## src/core/sfrfm_cfg.svh

```systemverilog
// constants of the special function register bank and flash map
// Operation
// - enable and module bits live in byte region 00h to 0Fh at address bottom.
// - unassigned register bits have no storage, read zero, ignore writes.
// - bits cleared or set by power-up clear are forced then, read/write otherwise.
// - bits initialised by power-on reset keep their contents across power-up clear.
// - enable byte 0: bit5 flash violation, bit4 nmi, bit1 osc fault, bit0 watchdog.
// - watchdog enable gates watchdog request only in interval timer mode.
// - flash takes cpu byte or word writes, and writes from the debug port.
// - information flash has four 64-byte segments A to D.
// - main flash erases in uniform 512-byte segments.
// - main flash erases all segments at once or one segment alone.
// - each info segment erases alone, or all together with main segments; a locked segment A is left out of the combined erase.
// - after any reset, segment A is locked until software unlocks it.
// - flash violation, osc fault or nmi flag raises nmi request when enabled.
`ifndef SFRFM_CFG_SVH
`define SFRFM_CFG_SVH
`define SFRFM_ADDR_IE1 16'h0000
`define SFRFM_ADDR_IE2 16'h0001
`define SFRFM_ADDR_SYSTEM_INTERRUPT_FLAGS_1 16'h0002
`define SFRFM_ADDR_SYSTEM_INTERRUPT_FLAGS_2 16'h0003
`define SFRFM_BIT_WATCHDOG_INTERVAL_IRQ_EN 0
`define SFRFM_BIT_OSC_FAULT_IRQ_EN 1
`define SFRFM_BIT_NONMASKABLE_IRQ_EN 4
`define SFRFM_BIT_FLASH_VIOLATION_IRQ_EN 5
`define SFRFM_BIT_WDTFLAG 0
`define SFRFM_BIT_OFFLAG 1
`define SFRFM_BIT_PORFLAG 2
`define SFRFM_BIT_RSTFLAG 3
`define SFRFM_BIT_NMIFLAG 4
`define SFRFM_IE1_MASK 8'h33
`define SFRFM_SYSTEM_INTERRUPT_FLAGS_1_MASK 8'h1F
`define SFRFM_IE1_RESET 8'h00
`define SFRFM_SYSTEM_INTERRUPT_FLAGS_1_POR 8'h06
`define SFRFM_SFR_TOP 16'h000F
`define SFRFM_PER8_TOP 16'h00FF
`define SFRFM_PER16_TOP 16'h01FF
`define SFRFM_RAM_BASE 16'h0200
`define SFRFM_RAM_TOP 16'h02FF
`define SFRFM_INFO_BASE 16'h1000
`define SFRFM_INFO_TOP 16'h10FF
`define SFRFM_MAIN_BASE 16'hE000
`define SFRFM_VECT_BASE 16'hFFC0
`define SFRFM_INFO_SEG_A 2'h3
`define SFRFM_INFO_ALL 4'hF
`define SFRFM_INFO_NONE 4'h0
`endif

```

## src/core/sfrfm_pkg.sv

```systemverilog
// types and address decode shared by the sfr bank and flash guard
`include "sfrfm_cfg.svh"
package sfrfm_pkg;
   typedef enum logic [2:0] {
      SFRFM_REG_SFR = 3'b000,
      SFRFM_REG_PER8 = 3'b001,
      SFRFM_REG_PER16 = 3'b010,
      SFRFM_REG_RAM = 3'b011,
      SFRFM_REG_INFO = 3'b100,
      SFRFM_REG_MAIN = 3'b101,
      SFRFM_REG_VECT = 3'b110,
      SFRFM_REG_NONE = 3'b111
   } sfrfm_region_t;

   typedef enum logic [2:0] {
      SFRFM_OP_IDLE = 3'b000,
      SFRFM_OP_PROG_BYTE = 3'b001,
      SFRFM_OP_PROG_WORD = 3'b010,
      SFRFM_OP_ERASE_SEG = 3'b011,
      SFRFM_OP_ERASE_MAIN = 3'b100,
      SFRFM_OP_ERASE_ALL = 3'b101
   } sfrfm_op_t;

   typedef struct packed {
      logic [15:0] addr;
      logic [15:0] wdata;
      logic [1:0] be;
      logic wr;
      logic rd;
   } sfrfm_bus_req_t;

   typedef struct packed {
      logic valid;
      sfrfm_op_t op;
      logic [15:0] addr;
      logic from_debug;
   } sfrfm_flash_req_t;

   typedef struct packed {
      logic go;
      logic reject;
      sfrfm_op_t op;
      logic [15:0] addr;
      logic erase_main_all;
      logic [6:0] main_seg;
      logic [3:0] info_mask;
   } sfrfm_flash_cmd_t;

   // region of a cpu address; vectors are tested before main code since they overlap it
   function automatic sfrfm_region_t sfrfm_decode(input logic [15:0] a);
      if (a <= `SFRFM_SFR_TOP)
         sfrfm_decode = SFRFM_REG_SFR;
      else if (a <= `SFRFM_PER8_TOP)
         sfrfm_decode = SFRFM_REG_PER8;
      else if (a <= `SFRFM_PER16_TOP)
         sfrfm_decode = SFRFM_REG_PER16;
      else if (a >= `SFRFM_RAM_BASE && a <= `SFRFM_RAM_TOP)
         sfrfm_decode = SFRFM_REG_RAM;
      else if (a >= `SFRFM_INFO_BASE && a <= `SFRFM_INFO_TOP)
         sfrfm_decode = SFRFM_REG_INFO;
      else if (a >= `SFRFM_VECT_BASE)
         sfrfm_decode = SFRFM_REG_VECT;
      else if (a >= `SFRFM_MAIN_BASE)
         sfrfm_decode = SFRFM_REG_MAIN;
      else
         sfrfm_decode = SFRFM_REG_NONE;
   endfunction : sfrfm_decode
endpackage : sfrfm_pkg

```

## src/core/sfrfm_top.sv

```systemverilog
// system special function register bank with address map and flash guard
`timescale 1ns/1ps
`include "sfrfm_cfg.svh"
module sfrfm_top (
   input wire logic clk_in,
   input wire logic rst_n_in,
   input wire logic power_up_clear_in,
   input wire sfrfm_pkg::sfrfm_bus_req_t bus_in,
   output logic [15:0] bus_rdata_out,
   output sfrfm_pkg::sfrfm_region_t bus_region_out,
   input wire logic watchdog_overflow_in,
   input wire logic watchdog_interval_mode_in,
   input wire logic osc_fault_in,
   input wire logic nmi_pin_event_in,
   input wire logic ext_reset_event_in,
   input wire logic flash_violation_flag_in,
   input wire logic seg_a_unlock_in,
   input wire logic seg_a_lock_in,
   input wire sfrfm_pkg::sfrfm_flash_req_t flash_req_in,
   output sfrfm_pkg::sfrfm_flash_cmd_t flash_cmd_out,
   output logic seg_a_locked_out,
   output logic flash_violation_irq_en_out,
   output logic nonmaskable_irq_en_out,
   output logic osc_fault_irq_en_out,
   output logic watchdog_interval_irq_en_out,
   output logic osc_fault_flag_out,
   output logic nmi_req_out,
   output logic watchdog_irq_out
);
   logic [7:0] enable_q;
   logic [7:0] flags_q;
   logic [7:0] flags_d;
   logic wr_ie1;
   logic wr_system_interrupt_flags_1;
   logic [7:0] wr_byte_ie1;
   logic [7:0] wr_byte_system_interrupt_flags_1;
   sfrfm_pkg::sfrfm_flash_cmd_t guard_cmd;
   logic guard_locked;

   // word address must match and the byte's own strobe be set, so a reserved neighbour byte never leaks in
   function automatic logic lane_hit(input sfrfm_pkg::sfrfm_bus_req_t r, input logic [15:0] a);
      lane_hit = r.wr && (r.addr[15:1] == a[15:1]) && r.be[a[0]];
   endfunction : lane_hit

   function automatic logic [7:0] lane_data(input sfrfm_pkg::sfrfm_bus_req_t r, input logic [15:0] a);
      lane_data = (a[0] && r.be[1]) ? r.wdata[15:8] : r.wdata[7:0];
   endfunction : lane_data

   // register read value for one byte address; absent bits read zero
   function automatic logic [7:0] read_byte(input logic [15:0] a, input logic [7:0] ie, input logic [7:0] fl);
      unique case (a)
         `SFRFM_ADDR_IE1: read_byte = ie & `SFRFM_IE1_MASK;
         `SFRFM_ADDR_SYSTEM_INTERRUPT_FLAGS_1: read_byte = fl & `SFRFM_SYSTEM_INTERRUPT_FLAGS_1_MASK;
         default: read_byte = 8'h00;
      endcase
   endfunction : read_byte

   assign wr_ie1 = lane_hit(bus_in, `SFRFM_ADDR_IE1);
   assign wr_system_interrupt_flags_1 = lane_hit(bus_in, `SFRFM_ADDR_SYSTEM_INTERRUPT_FLAGS_1);
   assign wr_byte_ie1 = lane_data(bus_in, `SFRFM_ADDR_IE1);
   assign wr_byte_system_interrupt_flags_1 = lane_data(bus_in, `SFRFM_ADDR_SYSTEM_INTERRUPT_FLAGS_1);

   // enable byte: all present bits cleared by power-up clear
   always_ff @(posedge clk_in or negedge rst_n_in)
   begin
      if (!rst_n_in)
         enable_q <= `SFRFM_IE1_RESET;
      else if (power_up_clear_in)
         enable_q <= `SFRFM_IE1_RESET;
      else if (wr_ie1)
         enable_q <= wr_byte_ie1 & `SFRFM_IE1_MASK;
   end

   // hardware events win over a software clear in the same cycle
   always_comb
   begin
      flags_d = wr_system_interrupt_flags_1 ? (wr_byte_system_interrupt_flags_1 & `SFRFM_SYSTEM_INTERRUPT_FLAGS_1_MASK) : flags_q;
      flags_d[`SFRFM_BIT_WDTFLAG] = flags_d[`SFRFM_BIT_WDTFLAG] | watchdog_overflow_in;
      flags_d[`SFRFM_BIT_OFFLAG] = flags_d[`SFRFM_BIT_OFFLAG] | osc_fault_in;
      flags_d[`SFRFM_BIT_RSTFLAG] = flags_d[`SFRFM_BIT_RSTFLAG] | ext_reset_event_in;
      flags_d[`SFRFM_BIT_NMIFLAG] = flags_d[`SFRFM_BIT_NMIFLAG] | nmi_pin_event_in;
      if (power_up_clear_in)
      begin
         // only the clear-initialised bits move; the power-on bits hold
         flags_d[`SFRFM_BIT_OFFLAG] = 1'b1;
         flags_d[`SFRFM_BIT_NMIFLAG] = 1'b0;
         flags_d[`SFRFM_BIT_WDTFLAG] = flags_q[`SFRFM_BIT_WDTFLAG] | watchdog_overflow_in;
         flags_d[`SFRFM_BIT_PORFLAG] = flags_q[`SFRFM_BIT_PORFLAG];
         flags_d[`SFRFM_BIT_RSTFLAG] = flags_q[`SFRFM_BIT_RSTFLAG] | ext_reset_event_in;
      end
   end

   always_ff @(posedge clk_in or negedge rst_n_in)
   begin
      if (!rst_n_in)
         flags_q <= `SFRFM_SYSTEM_INTERRUPT_FLAGS_1_POR;
      else
         flags_q <= flags_d;
   end

   // read data and region registered: one cycle after the request
   always_ff @(posedge clk_in or negedge rst_n_in)
   begin
      if (!rst_n_in)
      begin
         bus_rdata_out <= 16'h0000;
         bus_region_out <= sfrfm_pkg::SFRFM_REG_NONE;
      end
      else
      begin
         bus_region_out <= sfrfm_pkg::sfrfm_decode(bus_in.addr);
         if (bus_in.rd)
            bus_rdata_out <= {read_byte({bus_in.addr[15:1], 1'b1}, enable_q, flags_q),
                              read_byte({bus_in.addr[15:1], 1'b0}, enable_q, flags_q)};
      end
   end

   // shared nonmaskable request and the interval-mode watchdog request
   always_ff @(posedge clk_in or negedge rst_n_in)
   begin
      if (!rst_n_in)
      begin
         nmi_req_out <= 1'b0;
         watchdog_irq_out <= 1'b0;
      end
      else
      begin
         nmi_req_out <= (flash_violation_flag_in && enable_q[`SFRFM_BIT_FLASH_VIOLATION_IRQ_EN]) ||
                        (flags_q[`SFRFM_BIT_OFFLAG] && enable_q[`SFRFM_BIT_OSC_FAULT_IRQ_EN]) ||
                        (flags_q[`SFRFM_BIT_NMIFLAG] && enable_q[`SFRFM_BIT_NONMASKABLE_IRQ_EN]);
         watchdog_irq_out <= watchdog_interval_mode_in && flags_q[`SFRFM_BIT_WDTFLAG] &&
                             enable_q[`SFRFM_BIT_WATCHDOG_INTERVAL_IRQ_EN];
      end
   end

   sfrfm_flash_guard u_guard (
      .clk_in(clk_in),
      .rst_n_in(rst_n_in),
      .power_up_clear_in(power_up_clear_in),
      .seg_a_unlock_in(seg_a_unlock_in),
      .seg_a_lock_in(seg_a_lock_in),
      .req_in(flash_req_in),
      .cmd_out(guard_cmd),
      .seg_a_locked_out(guard_locked)
   );

   assign flash_cmd_out = guard_cmd;
   assign seg_a_locked_out = guard_locked;
   assign flash_violation_irq_en_out = enable_q[`SFRFM_BIT_FLASH_VIOLATION_IRQ_EN];
   assign nonmaskable_irq_en_out = enable_q[`SFRFM_BIT_NONMASKABLE_IRQ_EN];
   assign osc_fault_irq_en_out = enable_q[`SFRFM_BIT_OSC_FAULT_IRQ_EN];
   assign watchdog_interval_irq_en_out = enable_q[`SFRFM_BIT_WATCHDOG_INTERVAL_IRQ_EN];
   assign osc_fault_flag_out = flags_q[`SFRFM_BIT_OFFLAG];
endmodule : sfrfm_top

```

## src/core/sfrfm_flash_guard.sv

```systemverilog
// flash request screening: segment lock, segment selection, erase scope
`timescale 1ns/1ps
`include "sfrfm_cfg.svh"
module sfrfm_flash_guard (
   input wire logic clk_in,
   input wire logic rst_n_in,
   input wire logic power_up_clear_in,
   input wire logic seg_a_unlock_in,
   input wire logic seg_a_lock_in,
   input wire sfrfm_pkg::sfrfm_flash_req_t req_in,
   output sfrfm_pkg::sfrfm_flash_cmd_t cmd_out,
   output logic seg_a_locked_out
);
   logic lock_q;
   logic [3:0] info_mask_d;
   logic allowed_d;
   logic is_info;
   logic is_main;
   logic is_seg_a;

   assign is_info = (sfrfm_pkg::sfrfm_decode(req_in.addr) == sfrfm_pkg::SFRFM_REG_INFO);
   assign is_main = (sfrfm_pkg::sfrfm_decode(req_in.addr) == sfrfm_pkg::SFRFM_REG_MAIN) ||
                    (sfrfm_pkg::sfrfm_decode(req_in.addr) == sfrfm_pkg::SFRFM_REG_VECT);
   assign is_seg_a = is_info && (req_in.addr[7:6] == `SFRFM_INFO_SEG_A);

   // any reset relocks; a lock request in the same cycle as unlock wins
   always_ff @(posedge clk_in or negedge rst_n_in)
   begin
      if (!rst_n_in)
         lock_q <= 1'b1;
      else if (power_up_clear_in || seg_a_lock_in)
         lock_q <= 1'b1;
      else if (seg_a_unlock_in)
         lock_q <= 1'b0;
   end

   always_comb
   begin
      info_mask_d = `SFRFM_INFO_NONE;
      allowed_d = 1'b0;
      unique case (req_in.op)
         sfrfm_pkg::SFRFM_OP_IDLE:
            allowed_d = 1'b0;
         sfrfm_pkg::SFRFM_OP_PROG_BYTE,
         sfrfm_pkg::SFRFM_OP_PROG_WORD:
            // word writes need an even address; both sources accepted
            allowed_d = (is_main || is_info) && !(is_seg_a && lock_q) &&
                        !(req_in.op == sfrfm_pkg::SFRFM_OP_PROG_WORD && req_in.addr[0]);
         sfrfm_pkg::SFRFM_OP_ERASE_SEG:
         begin
            allowed_d = is_main || (is_info && !(is_seg_a && lock_q));
            if (is_info)
               info_mask_d = 4'(4'h1 << req_in.addr[7:6]);
         end
         sfrfm_pkg::SFRFM_OP_ERASE_MAIN:
            allowed_d = 1'b1;
         sfrfm_pkg::SFRFM_OP_ERASE_ALL:
         begin
            // a locked segment A is left out of the combined erase
            allowed_d = 1'b1;
            info_mask_d = lock_q ? 4'h7 : `SFRFM_INFO_ALL;
         end
         default:
            allowed_d = 1'b0;
      endcase
   end

   always_ff @(posedge clk_in or negedge rst_n_in)
   begin
      if (!rst_n_in)
         cmd_out <= '0;
      else
      begin
         cmd_out.go <= req_in.valid && allowed_d;
         cmd_out.reject <= req_in.valid && !allowed_d;
         cmd_out.op <= req_in.op;
         cmd_out.addr <= req_in.addr;
         cmd_out.erase_main_all <= req_in.valid && allowed_d &&
                                   (req_in.op == sfrfm_pkg::SFRFM_OP_ERASE_MAIN ||
                                    req_in.op == sfrfm_pkg::SFRFM_OP_ERASE_ALL);
         cmd_out.main_seg <= req_in.addr[15:9];
         cmd_out.info_mask <= (req_in.valid && allowed_d) ? info_mask_d : `SFRFM_INFO_NONE;
      end
   end

   assign seg_a_locked_out = lock_q;
endmodule : sfrfm_flash_guard

```

## config.mk

```make
export PLATFORM = sky130hd
export DESIGN_NAME = sfrfm_top
export DESIGN_NICKNAME = d
export VERILOG_FILES = /design/src/core/sfrfm_pkg.sv /design/src/core/sfrfm_top.sv /design/src/core/sfrfm_flash_guard.sv
export VERILOG_INCLUDE_DIRS = /design/src /design/src/core
export SDC_FILE = /design/constraint.sdc
export NUM_CORES = 1
export LEC_CHECK = 0
export BUFFER_PORTS_ARGS = -buffer_cell sky130_fd_sc_hd__buf_4
export CAP_MARGIN = 30
export CORE_AREA = 2 2 76 78
export CTS_CLUSTER_SIZE = 8
export DETAILED_ROUTE_END_ITERATION = 6
export DIE_AREA = 0 0 78 80
export HOLD_SLACK_MARGIN = 0.1
export PLACE_DENSITY_LB_ADDON = 0.12
export SKIP_CTS_REPAIR_TIMING = 1
export SYNTH_ARGS = -nofsm -noshare
export SYNTH_HDL_FRONTEND = slang
export SYNTH_SLANG_ARGS = --single-unit
```

## constraint.sdc

```tcl
create_clock -name clk_in -period 1.3 [get_ports clk_in]
set_input_delay 0.26 -clock clk_in [delete_from_list [all_inputs] [get_ports clk_in]]
set_output_delay 0.26 -clock clk_in [all_outputs]
set_load 0.02 [all_outputs]
```

== Word level (Yosys, flattened, before mapping) ==
Cells that the tools add are included.
Storage, ports and cells
  register bits after elaboration: 58
  bits of input ports: 68
  output and inout bits: 60
  logic and storage cells: 115
Operators by class
  magnitude comparators: 18
  equality and inequality tests: 10
  shift operators: 1
  mux-type cells: 26
  bitwise logic cells: 7
  reduce and logical (&&, ||, !) cells: 38
Operator list (number)
  16-bit greater-or-equal comparator (second input constant): 4
  16-bit by 10-bit greater-or-equal comparator with 1-bit output (second input constant): 2
  16-bit by 13-bit greater-or-equal comparator with 1-bit output (second input constant): 2
  16-bit by 10-bit <= comparator with 1-bit output (second input constant): 2
  16-bit by 13-bit <= comparator with 1-bit output (second input constant): 2
  16-bit by 4-bit <= comparator with 1-bit output (second input constant): 2
  16-bit by 8-bit <= comparator with 1-bit output (second input constant): 2
  16-bit by 9-bit <= comparator with 1-bit output (second input constant): 2
  3-bit two-way mux: 10
  1-bit logical AND: 22
  15-bit by 1-bit equality test with 1-bit output (second input constant): 1
  3-bit equality test (second input constant): 5
  15-bit zero test: 1
  4-bit two-way mux: 3
  6-bit two-way mux: 2
  6-bit case mux with 2 select lines: 1
  5-bit two-way mux: 2
  2-bit two-way mux: 4
  4-bit case mux with 2 select lines: 1
  1-bit logical OR: 7
  3-bit by 2-bit equality test with 1-bit output (second input constant): 2
  1-bit OR: 6
  2-bit nonzero test: 2
  2-bit OR reduction: 2
  8 further kinds: 11

== Longest topological paths before layout ==
  depth in word-level cells: 17
  gate-level depth with buffers: 5
  gate-level depth less buffers: 4

== By module ==
From an unflattened synthesis, not the netlist that was laid out.
Second synthesis, totals
  cells, all modules: 170
  area, all modules: 2026.9 sq um
By module, submodules not included
  sfrfm_top: times used 1, cells an instance 108, area an instance 1109.8 sq um, sequential area each 506.7 sq um
  sfrfm_flash_guard: times used 1, cells an instance 62, area an instance 917.1 sq um, sequential area each 676.9 sq um

== Worst setup path after synthesis ==
OpenSTA, ideal clock, no wires.
  path type: input to register
  start: input flash_req_in[11] (netlist bit)
  end: register u_guard.cmd_out[31] (netlist bit)
  library setup time: 0.120 ns
  arrival time: 1.647 ns
  data required time: 1.180 ns
  setup slack: -0.467 ns
  stages on the path: 4
  buffers on the path: 0
  path through: or4_4 -> o31a_1 -> a2111o_1 -> and3_2
Between the ends
  word-level cells in the longest chain between the ends: 17
  elaborated cells between the ends (all ways): 33
  those cells by class: 9 x order compare; 3 x eq/ne; 8 x mux; 13 x reduce/logical
RTL lines
  start, declared: RTL line sfrfm_top.sv:19  | input wire sfrfm_pkg::sfrfm_flash_req_t flash_req_in,
  16-bit greater-or-equal comparator (no source line)
  2-bit two-way mux: RTL line sfrfm_pkg.sv:63  | else if (a >= `SFRFM_MAIN_BASE)
  3-bit two-way mux: RTL line sfrfm_pkg.sv:61  | else if (a >= `SFRFM_VECT_BASE)
  3-bit two-way mux: RTL line sfrfm_pkg.sv:59  | else if (a >= `SFRFM_INFO_BASE && a <= `SFRFM_INFO_TOP)
  3-bit two-way mux: RTL line sfrfm_pkg.sv:57  | else if (a >= `SFRFM_RAM_BASE && a <= `SFRFM_RAM_TOP)
  3-bit two-way mux: RTL line sfrfm_pkg.sv:55  | else if (a <= `SFRFM_PER16_TOP)
  3-bit two-way mux: RTL line sfrfm_pkg.sv:53  | else if (a <= `SFRFM_PER8_TOP)
  3-bit two-way mux *: RTL line sfrfm_pkg.sv:51  | if (a <= `SFRFM_SFR_TOP)
  3-bit equality test: RTL line sfrfm_flash_guard.sv:21  | assign is_info = (sfrfm_pkg::sfrfm_decode(req_in.addr) == sfrfm_pkg::SFRFM_REG_INFO);
  1-bit logical AND: RTL line sfrfm_flash_guard.sv:24  | assign is_seg_a = is_info && (req_in.addr[7:6] == `SFRFM_INFO_SEG_A);
  1-bit logical AND: RTL line sfrfm_flash_guard.sv:47, sfrfm_flash_guard.sv:51
  1-bit zero test: RTL line sfrfm_flash_guard.sv:47, sfrfm_flash_guard.sv:51
  1-bit logical AND (on tied branches): RTL line sfrfm_flash_guard.sv:51, sfrfm_flash_guard.sv:47
  1-bit logical OR / 1-bit logical AND (equally long branches): RTL line sfrfm_flash_guard.sv:51, sfrfm_flash_guard.sv:47
  1-bit case mux with 3 select lines *: RTL line sfrfm_flash_guard.sv:41  | unique case (req_in.op)
  1-bit zero test *: RTL line sfrfm_flash_guard.sv:75  | cmd_out.reject <= req_in.valid && !allowed_d;
  1-bit logical AND *: RTL line sfrfm_flash_guard.sv:75
  end, declared: RTL line sfrfm_flash_guard.sv:11  | output sfrfm_pkg::sfrfm_flash_cmd_t cmd_out,
Mark *: on every way between the ends. The rest lies on a longest branch, timed or not.
A chain may end at the register's enable or synchronous reset.

== Final worst setup path ==
Ends and elaborated chain as after synthesis.

==> metrics.cfg <==
[cells_and_area]
fill_cells = 461
antenna_cells = 0
nets = 377
final_area_um2 = 3280
layout-drive-gt1-share_pct = 53.2
syn_to_final_growth_pct = 69.9
postLayoutCoreUtil_pct = 60.7

[sta]
finalCritPeriodShare_pct = 113
finalClockSkew_ns = 0.00174
tightest_slew_ns = 0.585
fin_crit_ns = 1.47
final.setup.worst_slack_ns = -0.174
setup_viol = 6
fin_hold_ws_ns = 0.108
hold_violations = 0
max_slew_margin_pct = 61.0
drv_slew = 0
fin_setup_tns_ns = -0.462
rsz0062_at_grt = true
timing.fmax_ghz = 0.678

[worst_setup_path]
slowest_delay_ns = 0.53
r2r_start = u_guard.seg_a_locked_out
critPathSlowestCell = or4_4
endpoint_kind = flip-flop
cp-endpoint = u_guard.cmd_out[31]
worstPathArrival_ns = 1.66
worst_r2r_endpoint = u_guard.cmd_out[31]
cp_max_fo = 3
reg2reg_setup_slack_ns = -0.01
worstSetupPathType = primary input to flip-flop
cp-start-kind = primary input
worstPathRequired_ns = 1.49
startpoint = flash_req_in[11]
crit_path_cell_trace = buf_6, or4_4, o31a_1, a2111o_1, and3_4
rr_worst_depth = 3

[global_routing]
grt.total_usage_pct = 16.1
grt_max_degree = 48
gr-total-overflow = 0
grt_pass1_vias = 1674
antenna_found_initial = 0
grt_pass1_wl_mm = 7.82

[floorplan]
core-area_um2 = 5410
dieArea_um2 = 6240
start_util_pct = 35.7
num_rows = 27
die_height_um = 80
die_width_um = 78
io_pins = 128

[place]
dpl_cell_area_um2 = 2980
port-buffer-count = 104
dp_hpwl_mm = 3.94
pre_cts_ws_ns = -0.472
place_congestion = 0.827

[power]
comb_power_share_pct = 17.5
p_int_w = 0.00241
p_leak_nw = 1.59
pwr-share-seq_pct = 48.1
p_sw_w = 0.000757
power_frac_clock_pct = 34.5
p_sw_share_pct = 23.9
ir_drop_v = 0.000422
cellPowerDensity_nw_per_um2 = 965

[yosys]
async_flop_share_pct = 100
ys_dominant_reg_cell = dfrtp_1
synth_edf_count = 0
synth.ff_latch_count = 47
yosysSeqAreaShare_pct = 61.3
synth_area_per_cell_um2 = 11.7
synthCells = 165
syn_area_um2 = 1930
yosys_warnings = 0
synth_cell_types = 39

[routing]
drtIter0Drc = 42
wirelength_mm = 5.24
drt-vias-per-instance = 4.58
drc = 0
ant_nets = 0
wl_per_cell_um = 13.7
dr.pass1.iters = 4
vias = 1751

[clock_tree]
cts_root_buffer = clkbuf_8
clock_latency_ns = 0.29
clk_pin_slew_ns = 0.08
cts_tree = done
clock-sinks = 47
cts.path.max_buffers = 2
htree_levels = 2
cts_buffers = 5

[status]
status = complete, but fails checks
violations = negative setup slack

[flow_run]
cap_violations = 0

[worst_hold_path]
min_path_type = primary input to flip-flop

## Yosys cell counts (all sizes together) (4+ instances only)
library cell | instances | area [um^2]
dfrtp | 41 | 1030
buf | 18 | 131
a21oi | 12 | 60.1
nor2 | 12 | 45.0
nand4 | 7 | 43.8
o21ai | 7 | 35.0
dfstp | 6 | 158
inv | 6 | 22.5
nand3 | 6 | 30.0
mux2i | 5 | 50.1
nor3 | 5 | 30.0
nand2 | 4 | 15.0
## placed cells by master, fill, tap and decap left out, drive strengths merged, types with 2 or more instances in the layout
master       netlist  routed
nor4               3       3
a21oi             12      12
dfstp              6       6
mux2i              5       5
nor3               5       5
a211oi             2       2
buf               18     138
a32o               3       3
o21ai              7       7
dlygate4sd3        0      11
clkbuf             3       6
a41oi              2       2
nand3              6       6
o2bb2ai            3       3
nand4              7       7
conb               1      10
and3               2       2
dfrtp             41      41
nor2              12      12
nand2              4       4
inv                6       6
nand3b             3       3
## power by group through the flow
stage	clock network, W	logic, W	registers [W]
global route	0.00120	0.000594	0.00153
CTS	0.00113	0.000514	0.00152
floorplan	0	0.000151	0.00160
detailed placement	0	0.000513	0.00155
finish	0.00109	0.000553	0.00152
global placement	0	0.000510	0.00155
## worst max-delay path, delay by kind of cell
kind	cells	cell delay, ns
buf+inv	1	0.09
simple gates	2	0.72
compound gates	2	0.59
## flip-flops by register name, indices dropped and copies added (netlist names)
name and flops:
bus_rdata_out 6, watchdog_irq_out 1, bus_region_out 3, u_guard.cmd_out 26
nmi_req_out 1, flags_q 5, u_guard.seg_a_locked_out 1, enable_q 4
## layer usage
layer  GRT usage [%]  up-vias  wire length [um]  share of wire, %
met5               0        -                 0                 0
met4            5.44        0                89               1.7
met3            6.11        7               471               9.0
met2            27.4       83              2670                51
met1            18.8      804              2010                38
li1                -      857                 -                 -
## worst min path at each step
| stage | endpoint | start | slack (ns) | depth (start not counted) |
|---|---|---|---|---|
| detailed placement | flags_q[0] | rst_n_in | 0.31 | 1 |
| CTS | bus_rdata_out[0] | rst_n_in | -0.01 | 1 |
| global placement | flags_q[0] | rst_n_in | 0.31 | 1 |
| global route | u_guard.cmd_out[30] | flash_req_in[19] | 0.10 | 1 |
| floorplan | bus_rdata_out[0] | rst_n_in | -0.04 | 0 |
| finish | u_guard.cmd_out[30] | flash_req_in[19] | 0.11 | 1 |
## final cells by class
cell class	count	area (um^2)	area share [%]
clock buffers	6	82.6	2.52
clock inverters	2	35.0	1.07
inverters	6	22.5	0.686
flip-flops and latches	47	1180	36.1
multi-input cells	100	693	21.1
repair buffers	149	1180	35.8
well taps	72	90.1	2.74
## metrics by stage
step	total power [W]	cells
after global placement	0.00206	361
after CTS	0.00317	369
final	0.00317	382
after detailed placement	0.00206	361
after floorplan	0.00176	174
after global routing	0.00332	382
## kinds of logic (layout without fill, tap and decap cells)
logic type,count (synthesis),after routing,synth area share (%)
buffers and inverters,27,163,8.55
DFF,47,47,61.3
other,1,10,0.194
AOI/OAI and AO/OA,36,36,13.0
and+or+nand+nor,48,48,13.9
muxes,6,6,3.17
Note: power is estimated with default switching activity, not from simulation.
